[src/hw/failsafe_defines.svh]
// Offsets, reset values, field positions and timing constants of the failsafe block.
// Assumes AXI4-Lite byte addressing with one aligned 32-bit word per register.
`ifndef FAILSAFE_DEFINES_SVH
`define FAILSAFE_DEFINES_SVH

`define ADDR_HOLD 3'h0
`define ADDR_SEL_LO 3'h1
`define ADDR_SEL_HI 3'h2
`define ADDR_SPEED 3'h3
`define ADDR_SUPPORT 3'h4
`define ADDR_PTO 3'h5
`define ADDR_FAIL 3'h6
`define ADDR_STATUS 3'h7

`define HOLD_RST 24'hE3E000
`define SEL_LO_RST 32'h03020100
`define SEL_HI_RST 32'h07060504
`define PPR_RST 8'h06
`define THR_RST 14'h003C
`define SUPPORT_RST 4'hF
`define PTO_MODE_RST 9'h0C9
`define PTO_EVAL_RST 3'h0

`define SEL_STRIDE 8
`define SPD_THR_LSB 16
`define PTO_MODE_STRIDE 4
`define PTO_EVAL_LSB 16
`define PTO_FBO_BIT 20
`define PTO_REQ_BIT 21
`define ST_SPEED_BIT 8
`define ST_REQ_LSB 9
`define ST_ISC_LSB 15

`define NUM_SRC 5'd24
`define CLK_HZ 33'd125000000
`define HALF_PER_MIN 33'd30
`define SPD_LIM (`HALF_PER_MIN * `CLK_HZ)

`define RESP_OKAY 2'h0
`define RESP_SLVERR 2'h2

`endif

[src/hw/failsafe_pkg.sv]
// Types shared by the failsafe block and its surroundings.
// Assumes failsafe_defines.svh supplies the numeric constants.
package failsafe_pkg;
	typedef logic [23:0] src_vec_t;
	typedef struct packed {
		src_vec_t val;
		src_vec_t fresh;
		src_vec_t timeout;
		src_vec_t implaus;
	} src_s;
	typedef struct packed {
		logic [5:0] digital;
		logic [5:0] can;
	} req_s;
	typedef struct packed {
		logic [2:0] mode;
		logic eval;
	} pto_s;
endpackage : failsafe_pkg

[src/hw/output_failsafe.sv]
// Output failsafe, engine-speed pulse, request selection and take-off mode request.
// Assumes one 125 MHz clock, synchronous inputs and an AXI4-Lite master for configuration.
// What this block does
// - Non-holding output goes passive on source failure
// - Holding output stays active while source failed
// - After ignition reset, failed holding output stays passive
// - Take-off feedbacks and warnings default to holding
// - Speed square wave, 6 pulses, above 60 rpm
// - Speed-control requests: digital if supported, else CAN
// - Clutch/neutral request: digital if supported, else CAN
// - Lockup/up-shift requests chosen by support setting
// - Each take-off assignable any of seven modes
// - Take-offs 1,2 on feedback; third also on request
// - Assigned mode ignored unless evaluation enabled
// - Simultaneous requests OR their mode lines
// - Mode encoded binary on lines A,B,C
// - Device request overrides wired mode pins
// - Defaults: modes 1,1,3, evaluation disabled
// - Feedback-only evaluation exists for third take-off only
`include "failsafe_defines.svh"

module output_failsafe
	import failsafe_pkg::*;
(
	// Clock and reset
	input wire logic clk,
	input wire logic nrst,
	// AXI4-Lite slave
	input wire logic [7:0] awaddr,
	input wire logic awvalid,
	output logic awready,
	input wire logic [31:0] wdata,
	input wire logic [3:0] wstrb,
	input wire logic wvalid,
	output logic wready,
	output logic [1:0] bresp,
	output logic bvalid,
	input wire logic bready,
	input wire logic [7:0] araddr,
	input wire logic arvalid,
	output logic arready,
	output logic [31:0] rdata,
	output logic [1:0] rresp,
	output logic rvalid,
	input wire logic rready,
	// Mapped source signals and ignition-terminal reset pulse
	input wire src_s src,
	input wire logic ign_reset,
	// Switch output drivers: high side 1..5, low side 1..3
	output logic [7:0] drivers,
	// Engine speed
	input wire logic [13:0] engine_rpm,
	output logic speed_pulse,
	// Requests: set+, set-, mem off, clutch/neutral, lockup open, up-shift interlock
	input wire req_s req_in,
	output logic [5:0] req_out,
	// Take-off feedback, wired mode pins and mode request lines C,B,A
	input wire logic [2:0] pto_fb,
	input wire logic [2:0] wired_mode,
	output logic [2:0] isc_mode
);

	localparam logic [63:0] SEL_RST = {`SEL_HI_RST, `SEL_LO_RST};
	// Literal defaults cannot be part-selected directly, so they live in named constants
	localparam logic [8:0] PTO_MODE_DEF = `PTO_MODE_RST;
	localparam logic [2:0] PTO_EVAL_DEF = `PTO_EVAL_RST;

	function automatic logic src_bit(input src_vec_t v, input logic [4:0] idx);
		// An index past the last source means no source: reads as zero
		src_bit = (idx < `NUM_SRC) ? v[idx] : 1'b0;
	endfunction : src_bit

	function automatic logic [31:0] wmerge(input logic [31:0] old, input logic [31:0] d, input logic [3:0] s);
		logic [31:0] r;
		r = old;
		for (int b = 0; b < 4; b++) begin
			if (s[b]) begin
				r[8*b +: 8] = d[8*b +: 8];
			end
		end
		wmerge = r;
	endfunction : wmerge

	src_vec_t hold_r;
	src_vec_t fail_r;
	logic [4:0] sel_r [8];
	logic [7:0] ppr_r;
	logic [13:0] thr_r;
	logic [3:0] sup_r;
	pto_s pto_r [3];
	logic fbo3_r;
	logic req3_r;
	logic [7:0] drv_r;
	logic speed_r;
	logic [32:0] acc_r;
	logic [5:0] req_r;
	logic [2:0] isc_r;
	logic awready_r, wready_r, bvalid_r, arready_r, rvalid_r;
	logic [1:0] bresp_r, rresp_r;
	logic [31:0] rdata_r;
	logic [7:0] aw_addr_r;
	logic [31:0] w_data_r;
	logic [3:0] w_strb_r;
	logic [31:0] regs_v [8];
	logic wr_do;
	logic [2:0] widx;
	logic [31:0] wv;

	assign awready = awready_r;
	assign wready = wready_r;
	assign bvalid = bvalid_r;
	assign bresp = bresp_r;
	assign arready = arready_r;
	assign rvalid = rvalid_r;
	assign rdata = rdata_r;
	assign rresp = rresp_r;
	assign drivers = drv_r;
	assign speed_pulse = speed_r;
	assign req_out = req_r;
	assign isc_mode = isc_r;

	// Register read view
	always_comb begin
		for (int i = 0; i < 8; i++) begin
			regs_v[i] = 32'h0;
		end
		regs_v[`ADDR_HOLD][23:0] = hold_r;
		for (int k = 0; k < 8; k++) begin
			regs_v[`ADDR_SEL_LO + 3'(k / 4)][`SEL_STRIDE * (k % 4) +: 5] = sel_r[k];
		end
		regs_v[`ADDR_SPEED][7:0] = ppr_r;
		regs_v[`ADDR_SPEED][`SPD_THR_LSB +: 14] = thr_r;
		regs_v[`ADDR_SUPPORT][3:0] = sup_r;
		for (int p = 0; p < 3; p++) begin
			regs_v[`ADDR_PTO][`PTO_MODE_STRIDE * p +: 3] = pto_r[p].mode;
			regs_v[`ADDR_PTO][`PTO_EVAL_LSB + p] = pto_r[p].eval;
		end
		regs_v[`ADDR_PTO][`PTO_FBO_BIT] = fbo3_r;
		regs_v[`ADDR_PTO][`PTO_REQ_BIT] = req3_r;
		regs_v[`ADDR_FAIL][23:0] = fail_r;
		regs_v[`ADDR_STATUS][7:0] = drv_r;
		regs_v[`ADDR_STATUS][`ST_SPEED_BIT] = speed_r;
		regs_v[`ADDR_STATUS][`ST_REQ_LSB +: 6] = req_r;
		regs_v[`ADDR_STATUS][`ST_ISC_LSB +: 3] = isc_r;
	end

	// Write fires once both address and data are held and no response is pending
	assign wr_do = !awready_r && !wready_r && !bvalid_r;
	assign widx = aw_addr_r[4:2];
	assign wv = wmerge(regs_v[widx], w_data_r, w_strb_r);

	// AXI write channels
	always_ff @(posedge clk) begin
		if (!nrst) begin
			awready_r <= 1'b1;
			wready_r <= 1'b1;
			bvalid_r <= 1'b0;
			bresp_r <= `RESP_OKAY;
			aw_addr_r <= 8'h00;
			w_data_r <= 32'h0;
			w_strb_r <= 4'h0;
		end else begin
			if (awvalid && awready_r) begin
				awready_r <= 1'b0;
				aw_addr_r <= awaddr;
			end
			if (wvalid && wready_r) begin
				wready_r <= 1'b0;
				w_data_r <= wdata;
				w_strb_r <= wstrb;
			end
			if (wr_do) begin
				bvalid_r <= 1'b1;
				bresp_r <= (aw_addr_r[7:5] == 3'h0) ? `RESP_OKAY : `RESP_SLVERR;
			end
			if (bvalid_r && bready) begin
				bvalid_r <= 1'b0;
				awready_r <= 1'b1;
				wready_r <= 1'b1;
			end
		end
	end

	// AXI read channels
	always_ff @(posedge clk) begin
		if (!nrst) begin
			arready_r <= 1'b1;
			rvalid_r <= 1'b0;
			rdata_r <= 32'h0;
			rresp_r <= `RESP_OKAY;
		end else if (arvalid && arready_r) begin
			arready_r <= 1'b0;
			rvalid_r <= 1'b1;
			rdata_r <= (araddr[7:5] == 3'h0) ? regs_v[araddr[4:2]] : 32'h0;
			rresp_r <= (araddr[7:5] == 3'h0) ? `RESP_OKAY : `RESP_SLVERR;
		end else if (rvalid_r && rready) begin
			rvalid_r <= 1'b0;
			arready_r <= 1'b1;
		end
	end

	// Configuration registers; status words ignore writes
	always_ff @(posedge clk) begin
		if (!nrst) begin
			hold_r <= `HOLD_RST;
			for (int k = 0; k < 8; k++) begin
				sel_r[k] <= SEL_RST[`SEL_STRIDE * k +: 5];
			end
			ppr_r <= `PPR_RST;
			thr_r <= `THR_RST;
			sup_r <= `SUPPORT_RST;
			for (int p = 0; p < 3; p++) begin
				pto_r[p].mode <= PTO_MODE_DEF[3 * p +: 3];
				pto_r[p].eval <= PTO_EVAL_DEF[p];
			end
			fbo3_r <= 1'b0;
			req3_r <= 1'b0;
		end else if (wr_do && aw_addr_r[7:5] == 3'h0) begin
			unique case (widx)
				`ADDR_HOLD: hold_r <= wv[23:0];
				`ADDR_SEL_LO, `ADDR_SEL_HI: begin
					for (int k = 0; k < 4; k++) begin
						sel_r[4 * (widx - `ADDR_SEL_LO) + 3'(k)] <= wv[`SEL_STRIDE * k +: 5];
					end
				end
				`ADDR_SPEED: begin
					ppr_r <= wv[7:0];
					thr_r <= wv[`SPD_THR_LSB +: 14];
				end
				`ADDR_SUPPORT: sup_r <= wv[3:0];
				`ADDR_PTO: begin
					for (int p = 0; p < 3; p++) begin
						pto_r[p].mode <= wv[`PTO_MODE_STRIDE * p +: 3];
						pto_r[p].eval <= wv[`PTO_EVAL_LSB + p];
					end
					// Only the third take-off has a feedback-only bit; the first two have none to set
					fbo3_r <= wv[`PTO_FBO_BIT];
					req3_r <= wv[`PTO_REQ_BIT];
				end
				`ADDR_FAIL, `ADDR_STATUS: begin
				end
			endcase
		end
	end

	// Failure flags: a new fault in the same cycle as a valid value keeps the flag set
	always_ff @(posedge clk) begin
		if (!nrst) begin
			fail_r <= 24'h0;
		end else begin
			fail_r <= src.timeout | src.implaus | (fail_r & ~src.fresh);
		end
	end

	// Switch output drivers
	always_ff @(posedge clk) begin
		if (!nrst) begin
			drv_r <= 8'h00;
		end else begin
			for (int k = 0; k < 8; k++) begin
				if (ign_reset) begin
					drv_r[k] <= 1'b0;
				end else if (!src_bit(fail_r, sel_r[k])) begin
					drv_r[k] <= src_bit(src.val, sel_r[k]);
				end else if (!src_bit(hold_r, sel_r[k])) begin
					drv_r[k] <= 1'b0;
				end else begin
					// A passive driver stays passive, so a failure across ignition reset holds it off
					drv_r[k] <= drv_r[k];
				end
			end
		end
	end

	// Engine speed: toggle rate is rpm*ppr/30 per second, by phase accumulation
	logic [32:0] acc_sum;
	// Product widened first: inside a concatenation it would otherwise wrap at 14 bits
	assign acc_sum = acc_r + {11'h0, 22'(engine_rpm) * 22'(ppr_r)};

	always_ff @(posedge clk) begin
		if (!nrst || engine_rpm <= thr_r) begin
			acc_r <= 33'h0;
			speed_r <= 1'b0;
		end else if (acc_sum >= `SPD_LIM) begin
			acc_r <= acc_sum - `SPD_LIM;
			speed_r <= !speed_r;
		end else begin
			acc_r <= acc_sum;
		end
	end

	// Request source selection
	logic [5:0] sup6;
	assign sup6 = {sup_r[3], sup_r[2], sup_r[1], {3{sup_r[0]}}};

	always_ff @(posedge clk) begin
		if (!nrst) begin
			req_r <= 6'h00;
		end else begin
			req_r <= (req_in.digital & sup6) | (req_in.can & ~sup6);
		end
	end

	// Take-off mode request
	logic [2:0] pto_req;
	logic [2:0] pto_act;
	logic [2:0] mode_or;
	assign pto_req = {pto_fb[2] | (req3_r & !fbo3_r), pto_fb[1:0]};
	always_comb begin
		mode_or = 3'h0;
		for (int p = 0; p < 3; p++) begin
			pto_act[p] = pto_req[p] && pto_r[p].eval;
			mode_or = mode_or | (pto_act[p] ? pto_r[p].mode : 3'h0);
		end
	end

	// The mode code sits on the lines as bit0=A, bit1=B, bit2=C
	always_ff @(posedge clk) begin
		if (!nrst) begin
			isc_r <= 3'h0;
		end else begin
			isc_r <= (|pto_act) ? mode_or : wired_mode;
		end
	end

	for (genvar k = 0; k < 8; k++) begin : g_chk

	end
endmodule : output_failsafe

[config.mk]
export PLATFORM = sky130hd
export DESIGN_NAME = output_failsafe
export DESIGN_NICKNAME = d
export VERILOG_FILES = /design/src/hw/failsafe_pkg.sv /design/src/hw/output_failsafe.sv
export VERILOG_INCLUDE_DIRS = /design/src /design/src/hw
export SDC_FILE = /design/constraint.sdc
export NUM_CORES = 1
export LEC_CHECK = 0
export ABC_AREA = 1
export BUFFER_PORTS_ARGS = -buffer_cell sky130_fd_sc_hd__buf_2
export CELL_PAD_IN_SITES_DETAIL_PLACEMENT = 1
export CELL_PAD_IN_SITES_GLOBAL_PLACEMENT = 1
export CORE_MARGIN = 4
export CORE_UTILIZATION = 35
export CTS_CLUSTER_DIAMETER = 150
export DETAILED_ROUTE_END_ITERATION = 8
export MAX_ROUTING_LAYER = met4
export PLACE_DENSITY_LB_ADDON = 0.1
export SYNTH_ARGS = -nofsm -noshare
export SYNTH_HDL_FRONTEND = slang
export SYNTH_SLANG_ARGS = --single-unit
[constraint.sdc]
create_clock -name clk -period 6.4 [get_ports clk]
set_input_delay 0.32 -clock clk [delete_from_list [all_inputs] [get_ports clk]]
set_output_delay 0.32 -clock clk [all_outputs]
set_load 0.01 [all_outputs]
==> key figures <==
Outcome
  • Status: finished, final reports clean

Logic synthesis
  • Synth top area share: 0.182
  • Synthesized cell area: 22500 sq um
  • Sequential share of the synthesized area: 0.251
  • Top cells by area, synth: dfxtp_1 18%, nand2_1 12%, o21ai_0 12%
  • Mapped Avg Cell Area: 6.35 sq um
  • Synth area leader: dfxtp_1
  • Synthesized flop and latch total: 256
  • Synth Instances: 3541
  • Synth cell types: 55
  • Synth warnings: 0

Clocking
  • Clk buf depth: 3
  • Buffer count from post-CTS setup fixing: 0
  • Sink Count: 256
  • CTS root buf: clkbuf_16
  • Inserted Clock Buffers: 35
  • CTS tree: done
  • Worst-skew pair later-pin latency: 0.56 ns
  • Clock transition at path regs: 0.06 ns
  • H-tree depth: 2

Cells and area
  • Fillers: 8317
  • Area Growth Syn to Fin: 13.7%
  • Leading cell type in the layout, fill and taps excluded: nand2_1
  • Fin nets: 3992
  • Layout cells sized above 1: 0.105
  • Final Non-Filler Cells: 4523
  • Most frequent cells in the layout: 701 x nand2_1, 518 x o21ai_0, 510 x inv_1, 364 x a21oi_1, 309 x nor2_1

Global route
  • Total global-route track usage: 0.328
  • Number of global-route vias before repair: 25800
  • Largest net degree at the start of global routing: 89
  • Initial antenna violation count: 5
  • Remaining Overflow, GRT: 0
  • First-pass GRT wire length: 165000 um

Power
  • Clk pwr share: 0.304
  • VDD IR-drop max: 158 uV
  • Seq pwr share: 0.276
  • Pwr/cell area: 261 nW/um^2
  • Sw frac: 0.433
  • Leak: 0.0121 uW
  • Power Total: 6670 uW
  • NetSw: 2890 uW
  • Internal cell power: 3780 uW
  • Comb pwr share: 0.420

Timing
  • RSZ-0062 raised after global routing: false
  • # setup viols final: 0
  • Setup ws final: 0.374 ns
  • Slew HR: 0.232
  • Max Clock Skew: 0.0181 ns
  • Slew Limit Fails: 0
  • Worst Tran Pin Value: 1.15 ns
  • Fin crit share: 0.942
  • Max Freq: 166 MHz
  • Fin. Hold Viols: 0
  • Fin Setup TNS: 0 ns
  • Final Critical Period: 6.03 ns

Placement
  • Final GP Congestion: 0.976
  • Port bufs: 236
  • Post-Place Worst Slack: 0.311 ns
  • Placed insts: 4425
  • Detailed Place HPWL: 83800 um

Worst setup path
  • Critical-path maximum fanout: 18
  • Worst EP required: 6.85 ns
  • Reg-to-Reg Start: ppr_r[5]
  • CP Capture Type: register
  • Crit Reg-Reg Endpoint: acc_r[31]
  • FF-to-FF path depth: 26
  • Startpoint Class: register
  • CP endpoint: acc_r[31]
  • Crit path launch: ppr_r[5]
  • Setup CP Type: register to register
  • WP data arrival: 6.48 ns
  • Register-to-register setup slack: 0.37 ns

Routing
  • Drt via density: 5.77
  • First-pass DRT Iterations: 5
  • Starting DRT DRC Count: 2700
  • DRC: 0
  • Total wire length: 113000 um
  • Via count: 26100
  • ANT nets after route: 0
  • Drt wl/cell: 24.9 um

Floorplan
  • Die W: 261 um
  • Core area: 63300 sq um
  • Die ar.: 68300 sq um
  • IO Pins: 247
  • Placement row count: 92
  • Initial core utilization: 0.355
  • Chip Height: 261 um

Hold path
  • Worst hold path type: input pin to register

Flow run
  • Max-cap violations: 0
==> per-stage QoR <==
| step | util | hold WS (ns) | area, sq um |
|---|---|---|---|
| CTS | 0.404 | 0.000116 | 25500 |
| global placement | 0.380 | 0.448 | 24100 |
| finish | 0.404 | 0.00572 | 25600 |
| detailed placement | 0.380 | 0.457 | 24100 |
| global route | 0.404 | 0.0132 | 25600 |
| floorplan | - | 0.424 | 22500 |
==> routing by layer <==
| layer | wire length, um | vias up | GRT usage |
|---|---|---|---|
| met3 | 9970 | 188 | 0.0503 |
| met5 | 0 | - | - |
| met4 | 3870 | 0 | 0.105 |
| met1 | 50200 | 12800 | 0.461 |
| met2 | 48600 | 1244 | 0.486 |
| li1 | - | 11800 | - |
==> worst max-delay path, cell delays in order (launching register included) <==
cell and delay [ns]:
dfxtp_2 0.54, buf_4 0.24, nand2_1 0.06, inv_1 0.09
fa_1 0.43, fa_1 0.48, fa_1 0.53, fa_1 0.42
ha_1 0.39, nand2_1 0.17, nor2_1 0.23, nand2_1 0.10
nand2_1 0.21, nand2_1 0.11, nand2_1 0.19, nand2_1 0.07
nand2_1 0.18, nand3_1 0.13, nor3_1 0.40, nand2_1 0.18
nor2_1 0.15, nor2_2 0.07, nand2_4 0.07, buf_4 0.23
nand3_1 0.11, nand2_1 0.07, nor2_1 0.05
==> cells by family (layout without fill, tap and decap cells) <==
logic type                 Yosys count  in the layout  synth area share
DFF                                256            256             0.251
AOI/OAI and AO/OA                 1074           1074             0.262
xor gates and xnor gates             6              6           0.00234
other                                1              6          0.000167
adders and majority gates          154            154             0.116
buffers and inverters              787            918             0.137
and+or+nand+nor                   1263           1263             0.231
==> state kept, by name, indices dropped and copies added (netlist names), 3 cells and up <==
signal and flops:
acc_r 33, aw_addr_r 6, drivers 8, fail_r 24
hold_r 24, isc_mode 3, ppr_r 8, pto_r 12
rdata 30, req_out 6, sel_r 40, sup_r 4
thr_r 14, w_data_r 30, w_strb_r 4
==> area by class of cell <==
type	instances	area [sq um]	share of cell area
diodes	2	5.00	0.000196
clock buffers	45	955	0.0373
clock inverters	17	195	0.00764
inverters	533	2000	0.0783
multi-input cells	2501	13800	0.538
flip-flops and latches	256	5650	0.221
well taps	846	1060	0.0414
repair buffers	323	1930	0.0756
==> Yosys cell counts, drive strengths merged <==
master and number:
conb 1, nand3b 8, a21boi 2, nand4 17
xor2 4, fa 92, a22oi 18, clkbuf 215
a21oi 367, a41oi 1, xnor2 2, buf 39
o21bai 1, nand2 710, nor3 38, ha 62
o2111ai 16, edfxtp 52, inv 518, a2bb2oi 1
nor4 1, o21a 2, dfxtp 204, or3 4
o311ai 10, o21ai 521, a21o 4, a221o 1
o211ai 29, nor2 317, a31oi 10, o22ai 42
o221ai 20, clkinv 15, a32oi 7, and2 4
a22o 1, a221oi 20, nand3 164, o2bb2ai 1
==> repair_timing <==
item / 4_1_cts / 5_1_grt
setup endpoints to repair: 0 / 27
hold buffers: 34 / 0
endpoints found under the hold margin: 21 / 0
gates resized for setup: 0 / 7
==> power groups by stage <==
stage               logic (uW)  registers (uW)  clock network, uW
floorplan                 1920            1800                  0
global placement          2670            1870                  0
detailed placement        2750            1870                  0
CTS                       2780            1840               2050
global route              3160            1850               2120
finish                    2800            1840               2030
==> worst min path at each step <==
stage,startpoint,endpoint,slack [ns],cells past startpoint
floorplan,w_data_r[0],w_data_r[0],0.42,2
global placement,sel_r[7][3],drivers[7],0.45,1
detailed placement,sel_r[1][3],drivers[1],0.46,1
CTS,req_in[8],req_out[2],0.0001,3
global route,src[16],fail_r[16],0.01,3
finish,src[16],fail_r[16],0.006,3
No activity file was read; power rests on OpenSTA's default activity.
